--- config.mk ---
export PLATFORM = sky130hd
export DESIGN_NAME = capcmp_channel
export DESIGN_NICKNAME = d
export VERILOG_FILES = /design/src/capcmp_pkg.sv /design/src/pin_edge_if.sv /design/src/capcmp_channel.sv /design/src/pin_edge_sync.sv
export VERILOG_INCLUDE_DIRS = /design/src
export SDC_FILE = /design/constraint.sdc
export NUM_CORES = 1
export LEC_CHECK = 0
export BUFFER_PORTS_ARGS = -buffer_cell sky130_fd_sc_hd__clkbuf_2
export CAP_MARGIN = 20
export CORE_UTILIZATION = 43
export DETAILED_ROUTE_END_ITERATION = 10
export HOLD_SLACK_MARGIN = 0.02
export MAX_ROUTING_LAYER = met4
export PLACE_DENSITY = 0.77
export SLEW_MARGIN = 5
export SYNTH_ARGS = -nofsm -noshare
export SYNTH_HDL_FRONTEND = slang
export SYNTH_SLANG_ARGS = --single-unit
--- constraint.sdc ---
create_clock -name clk -period 2.5 [get_ports clk]
set_clock_uncertainty 0.05 [all_clocks]
set_input_delay 0.5 -clock clk [delete_from_list [all_inputs] [get_ports clk]]
set_output_delay 0.5 -clock clk [all_outputs]
set_load 0.005 [all_outputs]
--- src/capcmp_regs.svh ---
// register map, field positions, reset values and timing counts of the capture/compare channel
// assumes a 32-bit apb register port; included by the types package and the channel
//
// Function
// capture mode when cas 0, mode 00, edge field nonzero
// edge field picks rising, falling or both edges
// pin synchronised to bus clock, four-clock pulses seen
// capture overrides port data and direction of pin
// compare mode when cas 0, mode 01, edge field nonzero
// compare match toggles, clears or sets the pin
// first toggle selection keeps previous level until match
// pin released when edge field or clock source zero
// center select with edge field nonzero means center pwm
// capture edge latches counter and sets event flag
`ifndef CAPCMP_REGS_SVH
`define CAPCMP_REGS_SVH

`define CAPCMP_CTRL_OFS 12'h000
`define CAPCMP_VALUE_OFS 12'h004
`define CAPCMP_STATUS_OFS 12'h008
`define CAPCMP_COUNT_OFS 12'h00c

`define CAPCMP_CTRL_CLKSRC_LSB 0
`define CAPCMP_CTRL_CAS_BIT 2
`define CAPCMP_CTRL_MODE_LSB 4
`define CAPCMP_CTRL_ELS_LSB 6

`define CAPCMP_STATUS_FLAG_BIT 0
`define CAPCMP_STATUS_PIN_BIT 1
`define CAPCMP_STATUS_OWNED_BIT 2
`define CAPCMP_STATUS_CENTER_BIT 3

`define CAPCMP_MODE_CAPTURE 2'h0
`define CAPCMP_MODE_COMPARE 2'h1
`define CAPCMP_ELS_OFF 2'h0
`define CAPCMP_ELS_RISE 2'h1
`define CAPCMP_ELS_FALL 2'h2
`define CAPCMP_ELS_BOTH 2'h3
`define CAPCMP_ELS_TOGGLE 2'h1
`define CAPCMP_ELS_CLEAR 2'h2
`define CAPCMP_ELS_SET 2'h3
`define CAPCMP_CLKSRC_OFF 2'h0

`define CAPCMP_VALUE_RESET 16'h0000
`define CAPCMP_COUNT_RESET 16'h0000
`define CAPCMP_MIN_PULSE_CLOCKS 4
`define CAPCMP_SYNC_STAGES 2

`endif

--- src/capcmp_pkg.sv ---
// types and mode decode of the capture/compare channel
// assumes the constants header sits beside it
`default_nettype none
`include "capcmp_regs.svh"

package capcmp_pkg;

	typedef enum logic [2:0] {
		CH_RELEASED,
		CH_CAPTURE,
		CH_COMPARE,
		CH_EDGE_PWM,
		CH_CENTER_PWM
	} chan_mode_t;

	function automatic chan_mode_t decode_mode(input logic [1:0] clk_src, input logic cas,
		input logic [1:0] mode, input logic [1:0] els);
		chan_mode_t m;
		m = CH_EDGE_PWM;
		if (els == `CAPCMP_ELS_OFF || clk_src == `CAPCMP_CLKSRC_OFF) begin
			m = CH_RELEASED;
		end else if (cas) begin
			m = CH_CENTER_PWM;
		end else if (mode == `CAPCMP_MODE_CAPTURE) begin
			m = CH_CAPTURE;
		end else if (mode == `CAPCMP_MODE_COMPARE) begin
			m = CH_COMPARE;
		end
		return m;
	endfunction : decode_mode

endpackage : capcmp_pkg

`default_nettype wire

--- src/pin_edge_if.sv ---
// synchronised pin level and edge pulses passed from the edge detector to the channel
// assumes both ends share clk
`timescale 1ns/1ps
`default_nettype none

interface pin_edge_if;
	logic pin_raw;
	logic level;
	logic rise;
	logic fall;

	modport det (input pin_raw, output level, output rise, output fall);
	modport chan (output pin_raw, input level, input rise, input fall);
endinterface : pin_edge_if

`default_nettype wire

--- src/capcmp_channel.sv ---
// one timer channel: input capture, output compare, pin ownership, apb registers
// assumes an apb master on clk; the pin pad merges pin_oe/pin_out with port logic
`timescale 1ns/1ps
`default_nettype none
`include "capcmp_regs.svh"

module capcmp_channel (
	input wire logic clk,
	input wire logic nrst,
	input wire logic psel,
	input wire logic penable,
	input wire logic pwrite,
	input wire logic [11:0] paddr,
	input wire logic [31:0] pwdata,
	output logic [31:0] prdata,
	output logic pready,
	output logic pslverr,
	input wire logic channel_pin_in,
	output logic channel_pin_out,
	output logic channel_pin_oe,
	output logic channel_pin_owned,
	output logic center_pwm_active,
	output logic channel_event_flag
);
	typedef struct packed {
		logic [1:0] clk_src;
		logic cas;
		logic [1:0] mode;
		logic [1:0] els;
		logic [15:0] value;
		logic [15:0] count;
		logic flag;
		logic pin_level;
		logic pin_oe;
		logic pin_owned;
		logic center;
		logic [31:0] rdata;
		logic ready;
		logic slverr;
	} chan_state_t;

	chan_state_t st_reg;
	chan_state_t st_next;
	logic [1:0] rst_sync_reg;
	logic rst_n;
	capcmp_pkg::chan_mode_t cur_mode;
	logic tick;
	logic match;
	logic capture_hit;
	logic access;
	logic mapped;

	pin_edge_if pe ();

	// reset release is synchronised so every flop leaves reset on the same edge
	always_ff @(posedge clk or negedge nrst) begin
		if (!nrst) begin
			rst_sync_reg <= 2'h0;
		end else begin
			rst_sync_reg <= {rst_sync_reg[0], 1'b1};
		end
	end
	assign rst_n = rst_sync_reg[1];

	assign pe.pin_raw = channel_pin_in;

	pin_edge_sync u_sync (
		.clk(clk),
		.rst_n(rst_n),
		.e(pe)
	);

	assign cur_mode = capcmp_pkg::decode_mode(st_reg.clk_src, st_reg.cas, st_reg.mode, st_reg.els);
	// every clock source advances on the bus clock here; no prescaler
	assign tick = (st_reg.clk_src != `CAPCMP_CLKSRC_OFF);
	assign match = tick && (st_reg.count == st_reg.value);
	assign access = psel && penable && st_reg.ready;
	assign mapped = (paddr == `CAPCMP_CTRL_OFS) || (paddr == `CAPCMP_VALUE_OFS) ||
		(paddr == `CAPCMP_STATUS_OFS) || (paddr == `CAPCMP_COUNT_OFS);

	always_comb begin
		capture_hit = 1'b0;
		case (st_reg.els)
			`CAPCMP_ELS_RISE: capture_hit = pe.rise;
			`CAPCMP_ELS_FALL: capture_hit = pe.fall;
			`CAPCMP_ELS_BOTH: capture_hit = pe.rise | pe.fall;
			default: capture_hit = 1'b0;
		endcase
		if (cur_mode != capcmp_pkg::CH_CAPTURE) begin
			capture_hit = 1'b0;
		end
	end

	always_comb begin
		st_next = st_reg;
		st_next.ready = psel && !penable;
		st_next.slverr = psel && !penable && !mapped;
		if (tick) begin
			st_next.count = st_reg.count + 16'h0001;
		end

		// apb writes first so that hardware events below take priority
		if (access && pwrite) begin
			case (paddr)
				`CAPCMP_CTRL_OFS: begin
					st_next.clk_src = pwdata[`CAPCMP_CTRL_CLKSRC_LSB +: 2];
					st_next.cas = pwdata[`CAPCMP_CTRL_CAS_BIT];
					st_next.mode = pwdata[`CAPCMP_CTRL_MODE_LSB +: 2];
					st_next.els = pwdata[`CAPCMP_CTRL_ELS_LSB +: 2];
				end
				`CAPCMP_VALUE_OFS: st_next.value = pwdata[15:0];
				`CAPCMP_STATUS_OFS: begin
					if (pwdata[`CAPCMP_STATUS_FLAG_BIT]) begin
						st_next.flag = 1'b0;
					end
				end
				default: st_next.flag = st_reg.flag;
			endcase
		end

		st_next.rdata = 32'h0000_0000;
		if (psel && !penable && !pwrite) begin
			case (paddr)
				`CAPCMP_CTRL_OFS: begin
					st_next.rdata[`CAPCMP_CTRL_CLKSRC_LSB +: 2] = st_reg.clk_src;
					st_next.rdata[`CAPCMP_CTRL_CAS_BIT] = st_reg.cas;
					st_next.rdata[`CAPCMP_CTRL_MODE_LSB +: 2] = st_reg.mode;
					st_next.rdata[`CAPCMP_CTRL_ELS_LSB +: 2] = st_reg.els;
				end
				`CAPCMP_VALUE_OFS: st_next.rdata[15:0] = st_reg.value;
				`CAPCMP_STATUS_OFS: begin
					st_next.rdata[`CAPCMP_STATUS_FLAG_BIT] = st_reg.flag;
					st_next.rdata[`CAPCMP_STATUS_PIN_BIT] = st_reg.pin_level;
					st_next.rdata[`CAPCMP_STATUS_OWNED_BIT] = st_reg.pin_owned;
					st_next.rdata[`CAPCMP_STATUS_CENTER_BIT] = st_reg.center;
				end
				`CAPCMP_COUNT_OFS: st_next.rdata[15:0] = st_reg.count;
				default: st_next.rdata = 32'h0000_0000;
			endcase
		end

		// capture beats a same-cycle value write and a same-cycle flag clear
		if (capture_hit) begin
			st_next.value = st_reg.count;
			st_next.flag = 1'b1;
		end

		case (cur_mode)
			capcmp_pkg::CH_RELEASED: begin
				st_next.pin_owned = 1'b0;
				st_next.pin_oe = 1'b0;
				st_next.center = 1'b0;
			end
			capcmp_pkg::CH_CAPTURE: begin
				st_next.pin_owned = 1'b1;
				st_next.pin_oe = 1'b0;
				st_next.center = 1'b0;
			end
			capcmp_pkg::CH_COMPARE: begin
				st_next.pin_owned = 1'b1;
				st_next.pin_oe = 1'b1;
				st_next.center = 1'b0;
				// toggle works from the held level, so the first toggle waits for a match
				if (match) begin
					st_next.flag = 1'b1;
					case (st_reg.els)
						`CAPCMP_ELS_TOGGLE: st_next.pin_level = ~st_reg.pin_level;
						`CAPCMP_ELS_CLEAR: st_next.pin_level = 1'b0;
						`CAPCMP_ELS_SET: st_next.pin_level = 1'b1;
						default: st_next.pin_level = st_reg.pin_level;
					endcase
				end
			end
			capcmp_pkg::CH_CENTER_PWM: begin
				st_next.pin_owned = 1'b1;
				st_next.pin_oe = 1'b1;
				st_next.center = 1'b1;
			end
			default: begin
				// edge-aligned pwm is out of scope: pin held at its last level
				st_next.pin_owned = 1'b1;
				st_next.pin_oe = 1'b1;
				st_next.center = 1'b0;
			end
		endcase
	end

	always_ff @(posedge clk or negedge rst_n) begin
		if (!rst_n) begin
			st_reg <= '0;
		end else begin
			st_reg <= st_next;
		end
	end

	assign prdata = st_reg.rdata;
	assign pready = st_reg.ready;
	assign pslverr = st_reg.slverr;
	assign channel_pin_out = st_reg.pin_level;
	assign channel_pin_oe = st_reg.pin_oe;
	assign channel_pin_owned = st_reg.pin_owned;
	assign center_pwm_active = st_reg.center;
	assign channel_event_flag = st_reg.flag;
endmodule : capcmp_channel

`default_nettype wire

--- src/pin_edge_sync.sv ---
// two-flop synchroniser and edge detector for the channel pin
// assumes pin_raw is asynchronous to clk; rst_n is already synchronised
`timescale 1ns/1ps
`default_nettype none

module pin_edge_sync (
	input wire logic clk,
	input wire logic rst_n,
	pin_edge_if.det e
);
	typedef struct packed {
		logic meta;
		logic sync;
		logic last;
		logic [2:0] fill;
	} sync_state_t;

	sync_state_t st_reg;
	sync_state_t st_next;

	// meta only feeds sync; edges compare the two settled stages
	always_comb begin
		st_next = st_reg;
		st_next.meta = e.pin_raw;
		st_next.sync = st_reg.meta;
		st_next.last = st_reg.sync;
		st_next.fill = {st_reg.fill[1:0], 1'b1};
	end

	always_ff @(posedge clk or negedge rst_n) begin
		if (!rst_n) begin
			st_reg <= '0;
		end else begin
			st_reg <= st_next;
		end
	end

	assign e.level = st_reg.sync;
	// edges masked until last holds a real sample: a pin idling high gives no false edge
	assign e.rise = st_reg.sync & ~st_reg.last & st_reg.fill[2];
	assign e.fall = ~st_reg.sync & st_reg.last & st_reg.fill[2];
endmodule : pin_edge_sync

`default_nettype wire

==> results of run 1 <==
[layer usage]
layer | GRT usage | vias up | wire length [um]
met5 | - | - | 0
li1 | - | 1096 | -
met3 | 0.02596 | 12 | 252
met4 | 0.09392 | 0 | 167
met2 | 0.2726 | 54 | 3299
met1 | 0.2202 | 1130 | 2954
[worst max path at each step]
| stage | startpoint | endpoint | cells past startpoint |
|---|---|---|---|
| 2_1_floorplan | rst_sync_reg[1]$_DFF_PN0_ | center_pwm_active$_DFF_PN0_ | 0 |
| 4_1_cts | st_reg[74]$_DFFE_PN0P_ | st_reg[69]$_DFFE_PN0P_ | 3 |
| 5_1_grt | st_reg[47]$_DFFE_PN0N_ | channel_pin_out$_DFFE_PN0P_ | 5 |
| 3_5_place_dp | paddr[7] | st_reg[64]$_DFFE_PN0P_ | 7 |
| 3_3_place_gp | paddr[1] | st_reg[64]$_DFFE_PN0P_ | 7 |
| 6_report | st_reg[47]$_DFFE_PN0N_ | channel_pin_out$_DFFE_PN0P_ | 5 |
[what timing repair did]
action / CTS / global route
endpoints found under the setup margin: 0 / 0
buffers inserted: 0 / 0
hold buffers: 1 / 0
gates resized for setup: 0 / 0
hold endpoints to repair: 2 / 0
[synth_stat cells, types with 3 or more instances]
| master | count |
|---|---|
| and3_1 | 3 |
| xor2_1 | 7 |
| mux4_2 | 3 |
| inv_1 | 5 |
| nand4_1 | 6 |
| a31oi_1 | 5 |
| and4_1 | 3 |
| mux2_2 | 8 |
| o21ai_1 | 16 |
| clkbuf_1 | 11 |
| dfrtp_1 | 70 |
| mux2i_1 | 29 |
| xnor2_1 | 24 |
| nor2b_1 | 3 |
| nand2_1 | 25 |
| nor2_1 | 24 |
| buf_4 | 32 |
| nand3_1 | 10 |
[area by class of cell]
type,count,area (um^2),share of cell area
inverter,5,18.77,0.004839
clock buffer,13,158.9,0.04097
tap,102,127.6,0.03290
timing repair buffer,63,355.3,0.09161
multi-input combinational,205,1423,0.3668
sequential,70,1753,0.4519
clock inverter,3,42.54,0.01097
[worst reg2reg max path, stage by stage (launching register included)]
cell,delay [ns]
dfrtp_1,0.46
xor2_1,0.21
nor4_1,0.30
nand4_1,0.13
or4_1,0.51
mux2i_1,0.15
[cell families (layout without fill, tap and decap cells)]
family / Yosys count / count (layout)
adders and majority gates: 1 / 1
AOI/OAI and AO/OA: 26 / 26
and+or+nand+nor: 89 / 89
buffers and inverters: 53 / 84
muxes: 40 / 40
DFF: 70 / 70
other: 2 / 18
xor gates and xnor gates: 31 / 31
[power by group]
group / internal [W] / switching (W) / total, W
logic: 0.0000454 / 0.0000667 / 0.000112
clock network: 0.000514 / 0.000408 / 0.000922
registers: 0.00114 / 0.00000372 / 0.00114
total: 0.00170 / 0.000478 / 0.00218
[through the flow]
step	instances	total power [W]	area (um^2)
floorplan	328	0.001245	3503
global route	461	0.002259	3879
CTS	460	0.002195	3864
detailed placement	443	0.001278	3652
finish	461	0.002179	3879
global placement	443	0.001275	3652
==> impl_metrics.json, run 1 <==
{
  "outcome": "completed",
  "synth_ff_type": "dfrtp_1",
  "synth_compound_area_frac": 0.04070,
  "required_ns": 2.68,
  "reg2regPathDepth": 5,
  "synth_top_cell_by_area": "dfrtp_1",
  "cts_tree": "done",
  "rsz0062_at_grt": "false",
  "path_buf_inv": 0,
  "fmax_mhz": 519.5,
  "largest_reg_flops": 39,
  "synth_seq_cells": 70,
  "synth_top_area_share": 0.5087,
  "hold_start": "channel_pin_in",
  "setup_tns_ns": 0,
  "insertedDiodeCount": 0,
  "post-route-period-util": 0.7700,
  "synth_area_leaders": "dfrtp_1 51%, mux2i_1 8.4%, buf_4 7.0%",
  "cts_max_path_buffers": 2,
  "die_h_um": 91.49,
  "min_period_ns": 1.925,
  "fin_hold_ws_ns": 0.2068,
  "clk_pin_slew_worst_paths_ns": 0.07,
  "slowest_stage": "or4_1",
  "path_cells": "xor2_1 > nor4_1 > nand4_1 > or4_1 > mux2i_1",
  "syn_to_final_growth_pct": 12.65,
  "setup_viol": 0,
  "seq_area_frac_synth": 0.5087,
  "layout_setup_ws_ns": 0.5750,
  "antenna_found_initial": 0,
  "async_flop_share": 1.000,
  "vias": 2292,
  "hold_viol": 0,
  "crit_arrival_ns": 2.11,
  "end_kind": "flip-flop",
  "synth_top_family_by_area": "simple AND/OR/NAND/NOR gates",
  "synth_cell_types": 39,
  "cts_made_buffers": 9,
  "nNetsFinal": 405,
  "hold_depth": 1,
  "cp_top_family": "simple AND/OR/NAND/NOR gates",
  "die_w_um": 91.49,
  "rows": 32,
  "layout_commonest_cell": "dfrtp_1",
  "port_buffers": 56,
  "synthMuxAreaShare": 0.1301,
  "post-route-util": 0.5019,
  "viasPerCell": 4.972,
  "gp_congestion": 0.8804,
  "antenna_left": 0,
  "start_kind": "flip-flop",
  "hpwl_um": 4805,
  "reg2reg_from": "st_reg[47]$_DFFE_PN0N_",
  "critical_path_class": "reg2reg",
  "post-place-ws_ns": 0.3396,
  "start_util": 0.4456,
  "layout_common_cells": "69 x dfrtp_1, 56 x clkbuf_2, 29 x mux2i_1, 25 x nand2_1",
  "clock_latency_ns": 0.35,
  "cts_root_buf": "clkbuf_8",
  "hold_class": "in2reg",
  "io_pins": 89,
  "fill_cells": 681,
  "synthCells": 312,
  "die-area_um2": 8370,
  "powerDensity_nw_per_um2": 561.7,
  "rrSetupSlack_ns": 0.58,
  "syn_area_um2": 3443,
  "first_global_vias": 2224,
  "cts_sinks": 70,
  "r2r-end": "channel_pin_out$_DFFE_PN0P_",
  "cap_violations": 0,
  "cp_max_fo": 7,
  "routed_wl_um": 6673,
  "power.leakage_nw": 1.790,
  "grt_util_all_layers": 0.1749,
  "syn_avg_cell_area_um2": 11.04,
  "drive_above_1_share": 0.2646,
  "holdPathEnd": "u_sync.st_next[4]$_DFF_PN0_",
  "slew_viol_final": 0,
  "grt_first_pass_wirelength_um": 10930,
  "synthSimpleGateAreaFrac": 0.1403,
  "overflow": 0,
  "ir_drop_v": 0.0002331,
  "synth-edff-count": 0,
  "drt_iter0_drc": 165,
  "wl_per_cell_um": 14.48,
  "cts-htree-levels": 3,
  "slowest_delay_ns": 0.51,
  "firstDrtPassIters": 5,
  "synth_xor_area_frac": 0.07885,
  "synth_fa_ha_area_frac": 0.003634,
  "core_area_um2": 7727,
  "grt_start_max_net_pins": 69,
  "drcViolationCount": 0,
  "ys_warn_count": 0
}
(Power assumes the default switching activity.)
==> run 2, diff against run 1 <==
==> constraint.sdc (replaced) <==
create_clock -name clk -period 1.8 [get_ports clk]
set_clock_uncertainty 0.05 [all_clocks]
set_input_delay 0.36 -clock clk [delete_from_list [all_inputs] [get_ports clk]]
set_output_delay 0.36 -clock clk [all_outputs]
set_load 0.005 [all_outputs]
==> impl_metrics.json, run 2 (synthesis gave the netlist of run 1 again) <==
{
  "outcome": "completed",
  "setup_viol": 0,
  "viasPerCell": 4.837,
  "start_kind": "flip-flop",
  "post-place-ws_ns": -0.1026,
  "grt_first_pass_wirelength_um": 11570,
  "port_buffers": 56,
  "critical_path_class": "reg2reg",
  "reg2reg_from": "st_reg[68]$_DFFE_PN0P_",
  "cts_max_path_buffers": 2,
  "drt_iter0_drc": 193,
  "cts_made_buffers": 9,
  "io_pins": 89,
  "cts_tree": "done",
  "fmax_mhz": 569.7,
  "cp_max_fo": 2,
  "drive_above_1_share": 0.3177,
  "cts_sinks": 70,
  "hold_viol": 0,
  "slew_viol_final": 0,
  "path_buf_inv": 0,
  "grtUsageMet1": 0.2373,
  "path_cells": "xor2_1 > nor4_1 > nand4_1 > or4_4 > mux2i_1",
  "powerDensity_nw_per_um2": 718.7,
  "largest_reg_flops": 39,
  "die-area_um2": 8370,
  "routed_wl_um": 6941,
  "layout_commonest_cell": "dfrtp_1",
  "nNetsFinal": 430,
  "layout_setup_ws_ns": 0.04483,
  "rrSetupSlack_ns": 0.04,
  "ir_drop_v": 0.0003681,
  "power.leakage_nw": 1.919,
  "slowest_stage": "or4_4",
  "cp_top_family": "simple AND/OR/NAND/NOR gates",
  "cts-htree-levels": 3,
  "post-route-period-util": 0.9751,
  "wl_per_cell_um": 14.28,
  "rows": 32,
  "met3_usage": 0.04523,
  "required_ns": 1.98,
  "first_global_vias": 2387,
  "fill_cells": 680,
  "end_kind": "flip-flop",
  "hold_class": "in2reg",
  "overflow": 0,
  "start_util": 0.4456,
  "firstDrtPassIters": 4,
  "gp_congestion": 0.8723,
  "final_area_um2": 4073,
  "grt-busiest-layer": "met2",
  "min_period_ns": 1.755,
  "hpwl_um": 5166,
  "vias": 2351,
  "crit_arrival_ns": 1.94,
  "cts_root_buf": "clkbuf_8",
  "grt_util_all_layers": 0.1894,
  "syn_to_final_growth_pct": 18.28,
  "insertedDiodeCount": 0,
  "layout_common_cells": "69 x dfrtp_1, 56 x clkbuf_2, 29 x mux2i_1, 28 x buf_4, 25 x nand2_1",
  "grt.met2_usage": 0.2820,
  "antenna_left": 0,
  "grt_start_max_net_pins": 69,
  "antenna_found_initial": 0,
  "clock_latency_ns": 0.35,
  "clk_pin_slew_worst_paths_ns": 0.07,
  "die_w_um": 91.49,
  "cap_violations": 0,
  "power_w": 0.002927,
  "hold_start": "channel_pin_in",
  "slowest_delay_ns": 0.47,
  "core_area_um2": 7727,
  "crit_start": "st_reg[68]$_DFFE_PN0P_",
  "dpl-instance-area_um2": 3872,
  "rsz0062_at_grt": "true",
  "die_h_um": 91.49,
  "drcViolationCount": 0
}
run 2: final timing paths:
check / cells past startpoint / end
worst min register to register: 1 / st_reg[67]$_DFFE_PN0P_
min in group asynchronous: 1 / st_reg[67]$_DFFE_PN0P_
worst max register to register: 5 / channel_pin_out$_DFFE_PN0P_
worst max-delay path: 5 / channel_pin_out$_DFFE_PN0P_
worst min-delay path: 1 / u_sync.st_next[4]$_DFF_PN0_
max in group asynchronous: 1 / prdata[4]$_DFF_PN0_
run 2: layout make-up:
| class | count | area, um^2 | area share |
|---|---|---|---|
| clock buffer | 13 | 168.9 | 0.04147 |
| clock inverter | 3 | 17.52 | 0.004301 |
| inverter | 5 | 18.77 | 0.004608 |
| multi-input combinational | 205 | 1426 | 0.3502 |
| sequential | 70 | 1753 | 0.4304 |
| tap | 102 | 127.6 | 0.03134 |
| timing repair buffer | 88 | 560.5 | 0.1376 |
run 2: per-layer routing:
layer	up-vias	wire length (um)
met1	1127	3100
met2	63	3313
met5	-	0
met4	0	235
li1	1141	-
met3	20	292
run 2: metrics by stage:
step | instances | TNS (ns) | hold slack [ns] | util
floorplan | 328 | -0.3505 | 0.01441 | -
global placement | 469 | -1.017 | 0.09522 | 0.5011
detailed placement | 469 | -1.680 | 0.09788 | 0.5011
CTS | 486 | 0 | 0.05724 | 0.5270
global route | 486 | -0.02205 | 0.06263 | 0.5270
finish | 486 | 0 | 0.07116 | 0.5270
run 2: repair_timing:
action	CTS	global route
gates resized for setup	1	0
buffers inserted	0	0
setup endpoints to repair	1	1
hold buffers	1	0
pin swaps	0	1
hold endpoints to repair	2	0
run 2: power by group:
part	switching, W	total, W	leakage (nW)	internal (W)
combinational	0.0000961	0.000161	0.961	0.0000651
clock	0.000568	0.00118	0.0954	0.000609
sequential	0.00000504	0.00159	0.863	0.00158
==> run 3, diff against run 2 <==
--- a/config.mk
+++ b/config.mk
@@ -8,11 +8,11 @@
 export LEC_CHECK = 0
 export BUFFER_PORTS_ARGS = -buffer_cell sky130_fd_sc_hd__clkbuf_2
 export CAP_MARGIN = 20
-export CORE_UTILIZATION = 43
+export CORE_UTILIZATION = 42
 export DETAILED_ROUTE_END_ITERATION = 10
 export HOLD_SLACK_MARGIN = 0.02
 export MAX_ROUTING_LAYER = met4
-export PLACE_DENSITY = 0.77
+export PLACE_DENSITY = 0.76
 export SLEW_MARGIN = 5
 export SYNTH_ARGS = -nofsm -noshare
 export SYNTH_HDL_FRONTEND = slang
==> impl_metrics.json, run 3 (synthesis gave the netlist of run 1 again) <==
{
  "cp_top_family": "simple AND/OR/NAND/NOR gates",
  "hpwl_um": 5033,
  "cap_violations": 0,
  "rsz0062_at_grt": "false",
  "drive_above_1_share": 0.3238,
  "hold_viol": 0,
  "crit_arrival_ns": 1.92,
  "port_buffers": 56,
  "hold_class": "in2reg",
  "slew_viol_final": 0,
  "grt_start_max_net_pins": 69,
  "final_area_um2": 4098,
  "path_buf_inv": 0,
  "grt.met2_usage": 0.3000,
  "cp_max_fo": 4,
  "grt_util_all_layers": 0.1831,
  "seqCellArea_um2": 1753,
  "die-area_um2": 8565,
  "hold_depth": 1,
  "grt_first_pass_wirelength_um": 11530,
  "layout_commonest_cell": "dfrtp_1",
  "core_area_um2": 7848,
  "reg2regPathDepth": 5,
  "cp-endpoint": "channel_pin_out$_DFFE_PN0P_",
  "hold_start": "channel_pin_in",
  "largest_reg_flops": 39,
  "min_period_ns": 1.739,
  "layout_common_cells": "69 x dfrtp_1, 56 x clkbuf_2, 31 x buf_4, 29 x mux2i_1, 25 x nand2_1",
  "dpl-instance-area_um2": 3852,
  "reg2reg_from": "st_reg[76]$_DFFE_PN0P_",
  "outcome": "completed",
  "setup_viol": 0,
  "cts_root_buf": "clkbuf_8",
  "overflow": 0,
  "required_ns": 1.98,
  "io_pins": 89,
  "crit_start": "st_reg[76]$_DFFE_PN0P_",
  "end_kind": "flip-flop",
  "cts-htree-levels": 3,
  "antenna_left": 0,
  "cts_sinks": 70,
  "viasPerCell": 4.893,
  "syn_to_final_growth_pct": 19.00,
  "die_h_um": 92.55,
  "routed_wl_um": 7080,
  "stdcell_count": 488,
  "powerDensity_nw_per_um2": 743.4,
  "post-route-period-util": 0.9659,
  "drt_iter0_drc": 135,
  "clk_pin_slew_worst_paths_ns": 0.07,
  "nNetsFinal": 432,
  "setup_tns_ns": 0,
  "multi_input_area_um2": 1426,
  "start_util": 0.4388,
  "met3_usage": 0.03038,
  "cts_max_path_buffers": 2,
  "die_w_um": 92.55,
  "slowest_stage": "or4_4",
  "grt-busiest-layer": "met2",
  "insertedDiodeCount": 0,
  "grtUsageMet1": 0.2136,
  "cts_tree": "done",
  "slowest_delay_ns": 0.47,
  "drcViolationCount": 0,
  "clock_latency_ns": 0.35,
  "rrSetupSlack_ns": 0.06,
  "fill_cells": 707,
  "path_cells": "o22ai_1 > nor4_1 > nand4_1 > or4_4 > mux2i_1",
  "rows": 32,
  "vias": 2388,
  "firstDrtPassIters": 4,
  "dp_cells": 468,
  "r2r-end": "channel_pin_out$_DFFE_PN0P_",
  "gp_congestion": 0.8675,
  "cp.depth": 5,
  "cts_made_buffers": 9,
  "critical_path_class": "reg2reg",
  "antenna_found_initial": 0,
  "start_kind": "flip-flop",
  "wl_per_cell_um": 14.51,
  "power.leakage_nw": 1.928,
  "first_global_vias": 2422,
  "ir_drop_v": 0.0003408,
  "post-route-util": 0.5222,
  "fmax_mhz": 575.2
}
-- run 3: cell count changes in the layout (fill, tap and decap cells not counted), sizes merged --
cell,change
buf,+2
bufinv,+1
clkbuf,-2
clkinv,-1
clkinvlp,+2
-- run 3: per-layer routing --
| layer | share of wire | up-vias |
|---|---|---|
| met4 | 0.022 | 0 |
| li1 | - | 1143 |
| met1 | 0.42 | 1169 |
| met3 | 0.042 | 12 |
| met5 | 0 | - |
| met2 | 0.51 | 64 |
-- run 3: how the worst min path moves through the flow --
stage	endpoint	slack (ns)
2_1_floorplan	rst_sync_reg[0]$_DFF_PN0_	0.01
3_3_place_gp	rst_sync_reg[0]$_DFF_PN0_	0.1
3_5_place_dp	rst_sync_reg[0]$_DFF_PN0_	0.1
4_1_cts	u_sync.st_next[4]$_DFF_PN0_	0.05
5_1_grt	u_sync.st_next[4]$_DFF_PN0_	0.06
6_report	u_sync.st_next[4]$_DFF_PN0_	0.07
-- run 3: cell type report --
type                    count  area share
clock buffers              11     0.03695
multi-input cells         205      0.3481
clock inverters             5     0.01405
well taps                 102     0.03114
flip-flops and latches     70      0.4278
repair buffers             90      0.1374
inverters                   5    0.004580
-- run 3: metrics by stage --
stage                     hold WS (ns)  setup WS, ns  total power [W]
after CTS                      0.04950       0.01090         0.003086
final                          0.06705       0.06145         0.003046
after detailed placement       0.09897       -0.1194         0.001779
after floorplan                0.01441      -0.03506         0.001729
after global placement         0.09535      -0.04730         0.001775
after global routing           0.06017      0.007616         0.003152
-- run 3: power breakdown --
group	leakage [nW]	total (W)	switching, W	internal, W
Sequential	0.863	0.00159	0.00000464	0.00158
Combinational	0.968	0.000159	0.0000934	0.0000657
Clock	0.0976	0.00130	0.000586	0.000712
-- run 3: worst reg2reg max path: cells and delay by family, from the launching register on --
family	cells	cell delay, ns
AND/OR/NAND/NOR	3	0.86
AO/OA/AOI/OAI	1	0.15
multiplexers	1	0.14
flip-flops	1	0.43
-- run 3: what timing repair did --
item,CTS,global route
endpoints found under the setup margin,1,1
buffers inserted,0,3
endpoints found under the hold margin,2,0
pin swaps,0,2
hold buffers,1,0
gates resized for setup,1,0
